File: config.mk
export PLATFORM = sky130hd
export DESIGN_NAME = branch_skip_compare_unit
export DESIGN_NICKNAME = d
export VERILOG_FILES = /design/src/branch_skip_compare_pkg.sv /design/src/branch_skip_compare_unit.sv
export VERILOG_INCLUDE_DIRS = /design/src
export SDC_FILE = /design/constraint.sdc
export NUM_CORES = 1
export LEC_CHECK = 0
export BUFFER_PORTS_ARGS = -buffer_cell sky130_fd_sc_hd__clkbuf_2
export CAP_MARGIN = 5
export CORE_ASPECT_RATIO = 0.9
export CORE_UTILIZATION = 30
export CTS_BUF_LIST = sky130_fd_sc_hd__clkbuf_2
export DETAILED_ROUTE_END_ITERATION = 16
export MAX_ROUTING_LAYER = met4
export PLACE_DENSITY = 0.55
export SKIP_CTS_REPAIR_TIMING = 1
export SKIP_LAST_GASP = 1
export SYNTH_ARGS = -nofsm -noshare
export SYNTH_HDL_FRONTEND = slang
export SYNTH_SLANG_ARGS = --single-unit
File: constraint.sdc
create_clock -name clk_sys -period 1.9 [get_ports clk_sys]
set_input_delay 0.285 -clock clk_sys [delete_from_list [all_inputs] [get_ports clk_sys]]
set_output_delay 0.285 -clock clk_sys [all_outputs]
set_load 0.01 [all_outputs]
File: src/branch_skip_compare_map.svh
`ifndef BRANCH_SKIP_COMPARE_MAP_SVH
`define BRANCH_SKIP_COMPARE_MAP_SVH

// ----------------------------------------------------------------------------
// flag word bit positions
// ----------------------------------------------------------------------------
`define FLAG_C_POS 0
`define FLAG_Z_POS 1
`define FLAG_N_POS 2
`define FLAG_V_POS 3
`define FLAG_S_POS 4
`define FLAG_H_POS 5
`define FLAG_T_POS 6
`define FLAG_I_POS 7

// ----------------------------------------------------------------------------
// cycle counts per outcome
// ----------------------------------------------------------------------------
`define CYC_SEQUENTIAL 3'h1
`define CYC_BRANCH_TAKEN 3'h2
`define CYC_SKIP_ONE_WORD 3'h2
`define CYC_SKIP_TWO_WORD 3'h3
`define CYC_CALL 3'h3
`define CYC_RETURN 3'h4

// ----------------------------------------------------------------------------
// program counter steps and reset values
// ----------------------------------------------------------------------------
`define PC_STEP_NEXT 16'h0001
`define PC_STEP_SKIP_ONE 16'h0002
`define PC_STEP_SKIP_TWO 16'h0003
`define PC_RESET 16'h0000
`define FLAGS_RESET 8'h00
`define CYC_RESET 3'h0

`endif

File: src/branch_skip_compare_pkg.sv
package branch_skip_compare_pkg;

  typedef enum logic [4:0] {
    op_compare_regs = 5'h00,
    op_compare_with_borrow = 5'h01,
    op_compare_immediate = 5'h02,
    op_compare_skip_equal = 5'h03,
    op_skip_reg_bit_clear = 5'h04,
    op_skip_reg_bit_set = 5'h05,
    op_skip_io_bit_clear = 5'h06,
    op_skip_io_bit_set = 5'h07,
    op_branch_flag_set = 5'h08,
    op_branch_flag_clear = 5'h09,
    op_branch_zero_set = 5'h0a,
    op_branch_zero_clear = 5'h0b,
    op_branch_carry_set = 5'h0c,
    op_branch_carry_clear = 5'h0d,
    op_branch_unsigned_ge = 5'h0e,
    op_branch_unsigned_lt = 5'h0f,
    op_branch_negative = 5'h10,
    op_branch_positive = 5'h11,
    op_branch_signed_ge = 5'h12,
    op_branch_signed_less = 5'h13,
    op_branch_halfcarry_set = 5'h14,
    op_branch_halfcarry_clear = 5'h15,
    op_branch_transfer_set = 5'h16,
    op_branch_transfer_clear = 5'h17,
    op_branch_overflow_set = 5'h18,
    op_call_absolute = 5'h19,
    op_subroutine_exit = 5'h1a,
    op_interrupt_exit = 5'h1b
  } op_t;

  typedef enum logic [1:0] {
    st_idle = 2'b01,
    st_run = 2'b10
  } state_t;

endpackage : branch_skip_compare_pkg

File: src/branch_skip_compare_unit.sv
// Behaviour
// - compare_skip_equal skips next instruction when operands equal; 1, 2 or 3 cycles.
// - skip_reg_bit_clear skips next instruction when selected register bit is zero.
// - skip_reg_bit_set skips next instruction when selected register bit is one.
// - skip_io_bit_clear skips when I/O bit b is zero; 1, 2 or 3 cycles.
// - skip_io_bit_set skips when I/O bit b is one; 1, 2 or 3 cycles.
// - branch_flag_set jumps to PC plus offset plus one when flag s is one.
// - branch_flag_clear jumps to PC plus offset plus one when flag s is zero.
// - carry clear/same-or-higher branch on carry zero; carry set/lower on carry one.
// - signed greater-or-equal branch taken only when N xor V is zero.
// - signed less-than branch taken only when N xor V is one.
// - half-carry-set branch jumps when H is one; 1 or 2 cycles.
// - half-carry-clear branch jumps when H is zero; 1 or 2 cycles.
// - transfer-set branch jumps when T is one, else falls through.
// - transfer-clear branch jumps when T is zero, else falls through.
// - overflow-set branch jumps when V is one; 1 or 2 cycles.
`timescale 1ns/1ns
`default_nettype none
`include "branch_skip_compare_map.svh"

module branch_skip_compare_unit
  import branch_skip_compare_pkg::*;
(
  // clock and reset
  input wire logic clk_sys,
  input wire logic rst_n,
  // instruction request
  input wire logic start,
  input wire op_t op,
  input wire logic [7:0] opa,
  input wire logic [7:0] opb,
  input wire logic [2:0] bit_sel,
  input wire logic [6:0] offset_k,
  input wire logic next_is_two_word,
  // machine state inputs
  input wire logic [15:0] pc_in,
  input wire logic [15:0] call_target,
  input wire logic [15:0] stack_pc,
  input wire logic [7:0] io_value,
  input wire logic [7:0] flags_in,
  // results
  output logic busy,
  output logic done,
  output logic [15:0] pc_out,
  output logic [7:0] flags_out,
  output logic flags_we,
  output logic gie_set
);

  // --------------------------------------------------------------------------
  // condition evaluation
  // --------------------------------------------------------------------------
  state_t state;
  logic [2:0] remaining;
  logic we_pending;
  logic gie_pending;
  logic take;
  logic [15:0] k_ext;
  logic [15:0] branch_target;
  logic [15:0] skip_target;
  logic [8:0] diff;
  logic [7:0] res;
  logic [7:0] cmp_flags;
  logic cond;
  logic [2:0] next_cycles;
  logic [15:0] next_pc;
  logic [7:0] next_flags;
  logic next_we;
  logic next_gie;

  assign take = start && (state == st_idle);
  assign k_ext = {{9{offset_k[6]}}, offset_k};
  assign branch_target = pc_in + k_ext + `PC_STEP_NEXT;
  assign skip_target = pc_in + (next_is_two_word ? `PC_STEP_SKIP_TWO : `PC_STEP_SKIP_ONE);

  // subtract without storing the difference
  always_comb begin
    diff = {1'b0, opa} - {1'b0, opb};
    if (op == op_compare_with_borrow) begin
      diff = diff - {8'h00, flags_in[`FLAG_C_POS]};
    end
    res = diff[7:0];
    cmp_flags = flags_in;
    cmp_flags[`FLAG_H_POS] = (~opa[3] & opb[3]) | (opb[3] & res[3]) | (res[3] & ~opa[3]);
    cmp_flags[`FLAG_V_POS] = (opa[7] & ~opb[7] & ~res[7]) | (~opa[7] & opb[7] & res[7]);
    cmp_flags[`FLAG_N_POS] = res[7];
    cmp_flags[`FLAG_S_POS] = res[7] ^ cmp_flags[`FLAG_V_POS];
    cmp_flags[`FLAG_C_POS] = (~opa[7] & opb[7]) | (opb[7] & res[7]) | (res[7] & ~opa[7]);
    if (op == op_compare_with_borrow) begin
      // zero stays set only if the whole multi-byte difference is zero
      cmp_flags[`FLAG_Z_POS] = (res == 8'h00) & flags_in[`FLAG_Z_POS];
    end else begin
      cmp_flags[`FLAG_Z_POS] = (res == 8'h00);
    end
  end

  always_comb begin
    cond = 1'b0;
    next_pc = pc_in + `PC_STEP_NEXT;
    next_cycles = `CYC_SEQUENTIAL;
    next_flags = flags_in;
    next_we = 1'b0;
    next_gie = 1'b0;
    unique case (op)
      op_compare_regs, op_compare_with_borrow, op_compare_immediate: begin
        next_flags = cmp_flags;
        next_we = 1'b1;
      end
      op_compare_skip_equal: cond = (opa == opb);
      op_skip_reg_bit_clear: cond = ~opa[bit_sel];
      op_skip_reg_bit_set: cond = opa[bit_sel];
      op_skip_io_bit_clear: cond = ~io_value[bit_sel];
      op_skip_io_bit_set: cond = io_value[bit_sel];
      op_branch_flag_set: cond = flags_in[bit_sel];
      op_branch_flag_clear: cond = ~flags_in[bit_sel];
      op_branch_zero_set: cond = flags_in[`FLAG_Z_POS];
      op_branch_zero_clear: cond = ~flags_in[`FLAG_Z_POS];
      op_branch_carry_set, op_branch_unsigned_lt: cond = flags_in[`FLAG_C_POS];
      op_branch_carry_clear, op_branch_unsigned_ge: cond = ~flags_in[`FLAG_C_POS];
      op_branch_negative: cond = flags_in[`FLAG_N_POS];
      op_branch_positive: cond = ~flags_in[`FLAG_N_POS];
      op_branch_signed_ge: cond = ~(flags_in[`FLAG_N_POS] ^ flags_in[`FLAG_V_POS]);
      op_branch_signed_less: cond = flags_in[`FLAG_N_POS] ^ flags_in[`FLAG_V_POS];
      op_branch_halfcarry_set: cond = flags_in[`FLAG_H_POS];
      op_branch_halfcarry_clear: cond = ~flags_in[`FLAG_H_POS];
      op_branch_transfer_set: cond = flags_in[`FLAG_T_POS];
      op_branch_transfer_clear: cond = ~flags_in[`FLAG_T_POS];
      op_branch_overflow_set: cond = flags_in[`FLAG_V_POS];
      op_call_absolute: begin
        next_pc = call_target;
        next_cycles = `CYC_CALL;
      end
      op_subroutine_exit: begin
        next_pc = stack_pc;
        next_cycles = `CYC_RETURN;
      end
      op_interrupt_exit: begin
        next_pc = stack_pc;
        next_cycles = `CYC_RETURN;
        next_flags[`FLAG_I_POS] = 1'b1;
        next_we = 1'b1;
        next_gie = 1'b1;
      end
      // unused codes retire as a one-cycle no-op
      default: cond = 1'b0;
    endcase
    if (cond && (op >= op_compare_skip_equal) && (op <= op_skip_io_bit_set)) begin
      next_pc = skip_target;
      next_cycles = next_is_two_word ? `CYC_SKIP_TWO_WORD : `CYC_SKIP_ONE_WORD;
    end
    if (cond && (op >= op_branch_flag_set) && (op <= op_branch_overflow_set)) begin
      next_pc = branch_target;
      next_cycles = `CYC_BRANCH_TAKEN;
    end
  end

  // --------------------------------------------------------------------------
  // cycle sequencing
  // --------------------------------------------------------------------------
  always_ff @(posedge clk_sys or negedge rst_n) begin
    if (!rst_n) begin
      state <= st_idle;
      remaining <= `CYC_RESET;
    end else begin
      unique case (state)
        st_idle: begin
          if (take) begin
            state <= st_run;
            remaining <= next_cycles;
          end
        end
        st_run: begin
          remaining <= remaining - 3'h1;
          if (remaining == 3'h1) begin
            state <= st_idle;
          end
        end
      endcase
    end
  end

  always_ff @(posedge clk_sys or negedge rst_n) begin
    if (!rst_n) begin
      pc_out <= `PC_RESET;
      flags_out <= `FLAGS_RESET;
      we_pending <= 1'b0;
      gie_pending <= 1'b0;
    end else if (take) begin
      pc_out <= next_pc;
      flags_out <= next_flags;
      we_pending <= next_we;
      gie_pending <= next_gie;
    end
  end

  assign busy = (state == st_run);
  assign done = (state == st_run) && (remaining == 3'h1);
  assign flags_we = done && we_pending;
  assign gie_set = done && gie_pending;
endmodule : branch_skip_compare_unit
`default_nettype wire

After elaboration in Yosys (flattened, before gate mapping)
Index checks and enable logic that the tools add are counted.
{ "word_totals": {"regBits": 31, "input_bits": 99, "wordCells": 123} }
{ "classes": {"addsub": 7, "n_lt_le_gt_ge": 5, "n_eq_ne": 33, "muxes": 26, "bitwise": 30, "n_reduce_logical": 16} }
{ "op_table": {"columns": ["operator", "n"], "rows": [
  ["5-bit equality test, second input constant", 12],
  ["5-bit by 4-bit equality test with 1-bit output, second input constant", 8],
  ["16-bit by 1-bit adder with 16-bit output, second input constant", 2],
  ["16-bit 2-to-1 mux", 2],
  ["16-bit case mux with 2 select lines", 1],
  ["5-bit by 3-bit equality test with 1-bit output, second input constant", 4],
  ["1-bit case mux with 20 select lines", 1],
  ["16-bit adder", 1],
  ["16-bit by 2-bit adder with 16-bit output", 1],
  ["1-bit inverter", 13],
  ["3-bit case mux with 2 select lines", 2],
  ["1-bit bitwise AND", 10],
  ["5-bit by 2-bit equality test with 1-bit output, second input constant", 2],
  ["1-bit binary-select mux with 3-bit select", 3],
  ["1-bit 2-to-1 mux", 9],
  ["3-bit 2-to-1 mux", 3],
  ["8-bit equality test", 1],
  ["1-bit logical AND", 8],
  ["8-bit logical NOT", 1],
  ["8-bit 2-to-1 mux", 1],
  ["8-bit by 1-bit subtractor with 8-bit output", 1],
  ["8-bit subtractor", 1],
  ["6-bit 2-to-1 mux", 1],
  ["2-bit OR reduction", 3],
  ["other kinds (20)", 26]
]} }

Depth between registers and ports, before layout
{ "depth": {"word_depth": 10, "depth_mapped": 12, "depth_no_buf": 12} }

Worst setup path after synthesis
Ideal clock, no wire load.
{ "synth_timing": {"kind": "input-to-reg", "start": "input bit_sel[1]", "end": "register pc_out[7]", "arrival_time_ps": 2571, "t_required_ps": 1767, "slack_ps": -804, "stages": 10, "path_buffers": 2, "path_cell_list": "buf_4 -> mux4_2 -> mux4_2 -> xnor2_1 -> and3_2 -> a21oi_2 -> buf_2 -> nor2_1 -> o41ai_1 -> a21oi_1"} }
{ "synth_via": {"elab_chain_cells": 8} }
{ "synth_lines": {"columns": ["element", "line", "text"], "rows": [
  ["start: declaration", "branch_skip_compare_unit.sv:32", "input wire logic [2:0] bit_sel,"],
  ["1-bit binary-select mux with 3-bit select, on equally long branches", null, null],
  ["1-bit 2-to-1 mux, on equally long branches", null, null],
  ["1-bit inverter, on equally long branches", "branch_skip_compare_unit.sv:115, branch_skip_compare_unit.sv:110, branch_skip_compare_unit.sv:112", null],
  ["1-bit case mux with 20 select lines *", "branch_skip_compare_unit.sv:104", "unique case (op)"],
  ["1-bit logical AND (2 in a row)", "branch_skip_compare_unit.sv:147", "if (cond && (op >= op_compare_skip_equal) && (op <= op_skip_io_bit_set)) begin"],
  ["16-bit 2-to-1 mux", "branch_skip_compare_unit.sv:147", null],
  ["16-bit 2-to-1 mux *", "branch_skip_compare_unit.sv:151", "if (cond && (op >= op_branch_flag_set) && (op <= op_branch_overflow_set)) begin"],
  ["end signal: assignment", "branch_skip_compare_unit.sv:184", "pc_out <= `PC_RESET;"],
  ["end signal: assignment", "branch_skip_compare_unit.sv:189", "pc_out <= next_pc;"],
  ["end: declaration", "branch_skip_compare_unit.sv:44", "output logic [15:0] pc_out,"]
]} }
Every way passes the cells marked *; elsewhere a longest branch is shown, timed or not. The select of a mux whose other input is x is not followed.
A chain may end at the register's enable or synchronous reset.

Final worst setup path
{ "layout_timing": {"start": "input opb[2]", "end": "register flags_out[3]"} }
{ "layout_via": {"elab_chain_cells": 7} }
{ "layout_lines": {"columns": ["element", "line", "text"], "rows": [
  ["start: declaration", "branch_skip_compare_unit.sv:31", "input wire logic [7:0] opb,"],
  ["8-bit subtractor *", "branch_skip_compare_unit.sv:78", "diff = {1'b0, opa} - {1'b0, opb};"],
  ["8-bit by 1-bit subtractor with 8-bit output", "branch_skip_compare_unit.sv:80", "diff = diff - {8'h00, flags_in[`FLAG_C_POS]};"],
  ["8-bit 2-to-1 mux *", "branch_skip_compare_unit.sv:79", "if (op == op_compare_with_borrow) begin"],
  ["1-bit inverter", "branch_skip_compare_unit.sv:85", "cmp_flags[`FLAG_V_POS] = (opa[7] & ~opb[7] & ~res[7]) | (~opa[7] & opb[7] & res[7]);"],
  ["1-bit bitwise AND", "branch_skip_compare_unit.sv:85", null],
  ["1-bit bitwise OR *", "branch_skip_compare_unit.sv:85", null],
  ["6-bit 2-to-1 mux *", "branch_skip_compare_unit.sv:104", null],
  ["end signal: assignment", "branch_skip_compare_unit.sv:185", "flags_out <= `FLAGS_RESET;"],
  ["end signal: assignment", "branch_skip_compare_unit.sv:190", "flags_out <= next_flags;"],
  ["end: declaration", "branch_skip_compare_unit.sv:45", "output logic [7:0] flags_out,"]
]} }
Every way passes the cells marked *; elsewhere a longest branch is shown, timed or not.

==> run_results.csv <==
group,metric,value,unit
synth,synth_edf_count,0,
clock_tree,path_clk_slew,0.20,ns
clock_tree,cts_tree,"yes",
pwr,p_leak,3.18,nW
sta,slew_headroom,0.634,
finish,design_area,0.00675,mm2
place,place_hpwl,13600,um
global_route,grt_max_degree,32,
synth,ys_seq_elements,31,
critical_path,cp-end-kind,"register",
route,routed_wl,17100,um
finish,fin_util,0.500,
floorplanning,die-area,0.0145,mm2
global_route,grt_pass1_vias,5112,
critical_path,worstSetupPathType,"input pin to register",
clock_tree,clockBufferDepth,2,
floorplanning,core,0.0135,mm2
synth,ys_types,72,
synth,ys_warn_count,0,
synth,netlist_area,0.00421,mm2
clock_tree,clock-sinks,31,
sta,whs,0.128,ns
synth,syn_area_per_cell,7.86,um2
floorplanning,die_h,114,um
finish,diodes,0,
synth,synthCells,536,
sta,hold_viol,0,
place,gp_congestion,0.930,
min_path,hp-start,"stack_pc[10]",
clock_tree,clk_latency,0.38,ns
floorplanning,io_pins,127,
flow_run,max_cap_viol_count,0,
sta,finClkSkew,0.0237,ns
route,wire_per_inst,17.5,um
floorplanning,die_w,127,um
pwr,ir_drop,0.222,mV
sta,drv_slew,0,
route,via_count,5309,
synth,synth-seq-area-share,0.184,
floorplanning,initial_core_util,0.312,
sta,period_needed,2.21,ns
sta,rsz0062_at_grt,"yes",
synth,ys.flop_type,"dfrtp_1",
critical_path,required,2.16,ns
synth,syn_nets,669,
clock_tree,cts_buffers,5,
critical_path,slowest_delay,0.43,ns
global_route,grt_pass1_wl,26400,um
critical_path,arrival,2.48,ns
sta,fmax,451,MHz
clock_tree,clockRootBuffer,"clkbuf_2",
sta,tightest_slew,0.535,ns
route,drc,0,
run_status,status,"finished, violations left",
critical_path,crit_start,"opb[2]",
route,ant_nets,0,
synth,async_flop_share,1.00,
min_path,hold_class,"input pin to register",
pwr,power_density,598,mW/mm2
finish,nFillCells,1361,
critical_path,critPathSlowestCell,"o311a_1",
route,via_per_inst,5.43,
global_route,antenna_found_initial,0,
clock_tree,htree_num_levels,2,
finish,drive_above_1_share,0.462,
sta,period_share,1.17,
floorplanning,rows,40,
route,first_pass_iters,4,
run_status,violations,"negative setup slack",
route,drtIter0Drc,329,
place,io_buffers,126,
critical_path,cp_max_fo,4,
critical_path,crit_chain,"buf_6, inv_2, ha_4, buf_4, o21ai_1, a21oi_1, o311a_1, o22ai_2, xnor2_2, xnor2_1, buf_4, mux2i_1, o21ai_1",
place,dp_slack,-0.888,ns
finish,fin_nets,941,
global_route,gr-total-overflow,0,
critical_path,start_kind,"input pin",
critical_path,worstReg2RegStart,"state[0]",
place,postPlaceCellArea,0.00621,mm2
global_route,grt_use_total,0.238,
sta,setup_viol,23,
sta,final.setup.worst_slack,-0.315,ns
finish,syn_to_final_growth,60.3,%
cells by family after synthesis:
logic type                 count (synthesis)  share of synthesized area
xor gates and xnor gates                  39                     0.0843
adders and majority gates                 34                      0.105
muxes                                     21                     0.0722
DFF                                       31                      0.184
buffers and inverters                     49                     0.0451
AOI/OAI and AO/OA                        161                      0.257
and+or+nand+nor                          201                      0.252
path summary, 6_finish.rpt:
kind	endpoint	slack [ns]	depth (start not counted)
min in group asynchronous	pc_out[7]	0.45	3
setup / recovery	flags_out[3]	-0.31	13
max in group asynchronous	flags_out[6]	1.10	3
hold / removal	pc_out[10]	0.13	3
hold reg to reg	flags_out[5]	0.51	2
setup reg to reg	pc_out[15]	0.07	4
synthesized netlist by cell type (5+ instances only):
cell      count  area, um2
a211oi_1      9       67.6
a21oi_1      29        145
a221oi_1      6       52.6
a22oi_1       5       37.5
a31oi_1      16        100
and2_1        9       56.3
and3_1        8       50.1
clkbuf_1     19       71.3
dfrtp_1      30        751
ha_1         32        400
inv_1        25       93.8
mux2i_1      12        120
mux4_2        7        158
nand2_1      41        154
nand2b_1      9       56.3
nand3_1      16       80.1
nand4_1       8       50.1
nor2_1       50        188
nor2b_1       6       37.5
nor3_1       15       75.1
nor4_1        5       31.3
nor4b_1       5       43.8
o21a_1        5       37.5
o21ai_0      34        170
o22ai_1       8       50.1
o31ai_1       7       52.6
or2_2         6       37.5
xnor2_1      18        158
xor2_1       20        175
critical path: cells and delay by family:
family                   cells  cell delay (ns)
buffers and inverters        4             0.47
XOR/XNOR                     2             0.32
adder cells (fa/ha/maj)      1             0.20
multiplexers                 1             0.20
AO/OA/AOI/OAI                5             0.99
through the flow:
| stage | power [mW] | setup TNS [ns] | instances |
|---|---|---|---|
| final | 4.04 | -5.39 | 977 |
| after global routing | 4.37 | -6.92 | 977 |
| after CTS | 3.80 | -7.88 | 963 |
| after detailed placement | 3.44 | -18.40 | 955 |
| after global placement | 3.41 | -17.39 | 955 |
| after floorplan | 2.39 | -9.93 | 536 |
routing by layer:
metal | GRT usage | share of wire | up-vias
li1 | - | - | 2565
met5 | - | 0 | -
met4 | 0.0619 | 0.021 | 0
met2 | 0.381 | 0.46 | 187
met3 | 0.0224 | 0.059 | 31
met1 | 0.323 | 0.46 | 2526
registers in the layout, indices dropped and copies added, names as in the netlist:
name and count:
flags_out 8, state 2, remaining 3, we_pending 1, pc_out 16, gie_pending 1
report_power, final:
| part | internal (mW) | leakage, nW | switching [mW] | total [mW] |
|---|---|---|---|---|
| Clock | 0.0887 | 0.0281 | 0.262 | 0.350 |
| Sequential | 0.945 | 0.393 | 0.210 | 1.16 |
| Combinational | 1.29 | 2.75 | 1.24 | 2.53 |
cell type report:
type | count | area [um2] | share of cell area
flip-flops and latches | 31 | 777 | 0.115
clock buffers | 6 | 30.0 | 0.00445
clock inverters | 2 | 7.51 | 0.00111
inverters | 25 | 109 | 0.0161
repair buffers | 288 | 1980 | 0.293
well taps | 168 | 210 | 0.0311
multi-input cells | 457 | 3640 | 0.539
cells in the final DEF, fill, tap and decap left out, types with 6 or more instances in the layout:
cell,instances
xor2_1,19
and3_1,8
a31oi_1,15
o21ai_0,19
dfrtp_1,30
inv_1,18
xnor2_1,17
ha_4,7
o21ai_1,13
ha_1,24
nor2_1,49
nor3_1,14
a211oi_1,6
buf_6,15
mux2i_1,10
nand4_1,8
and2_1,6
nand3_1,13
clkbuf_2,119
mux4_2,7
nand2_1,41
buf_4,154
a21oi_1,26
o22ai_1,6
nand2b_1,9
or2_2,6
Power figures use the tool's default switching activity.
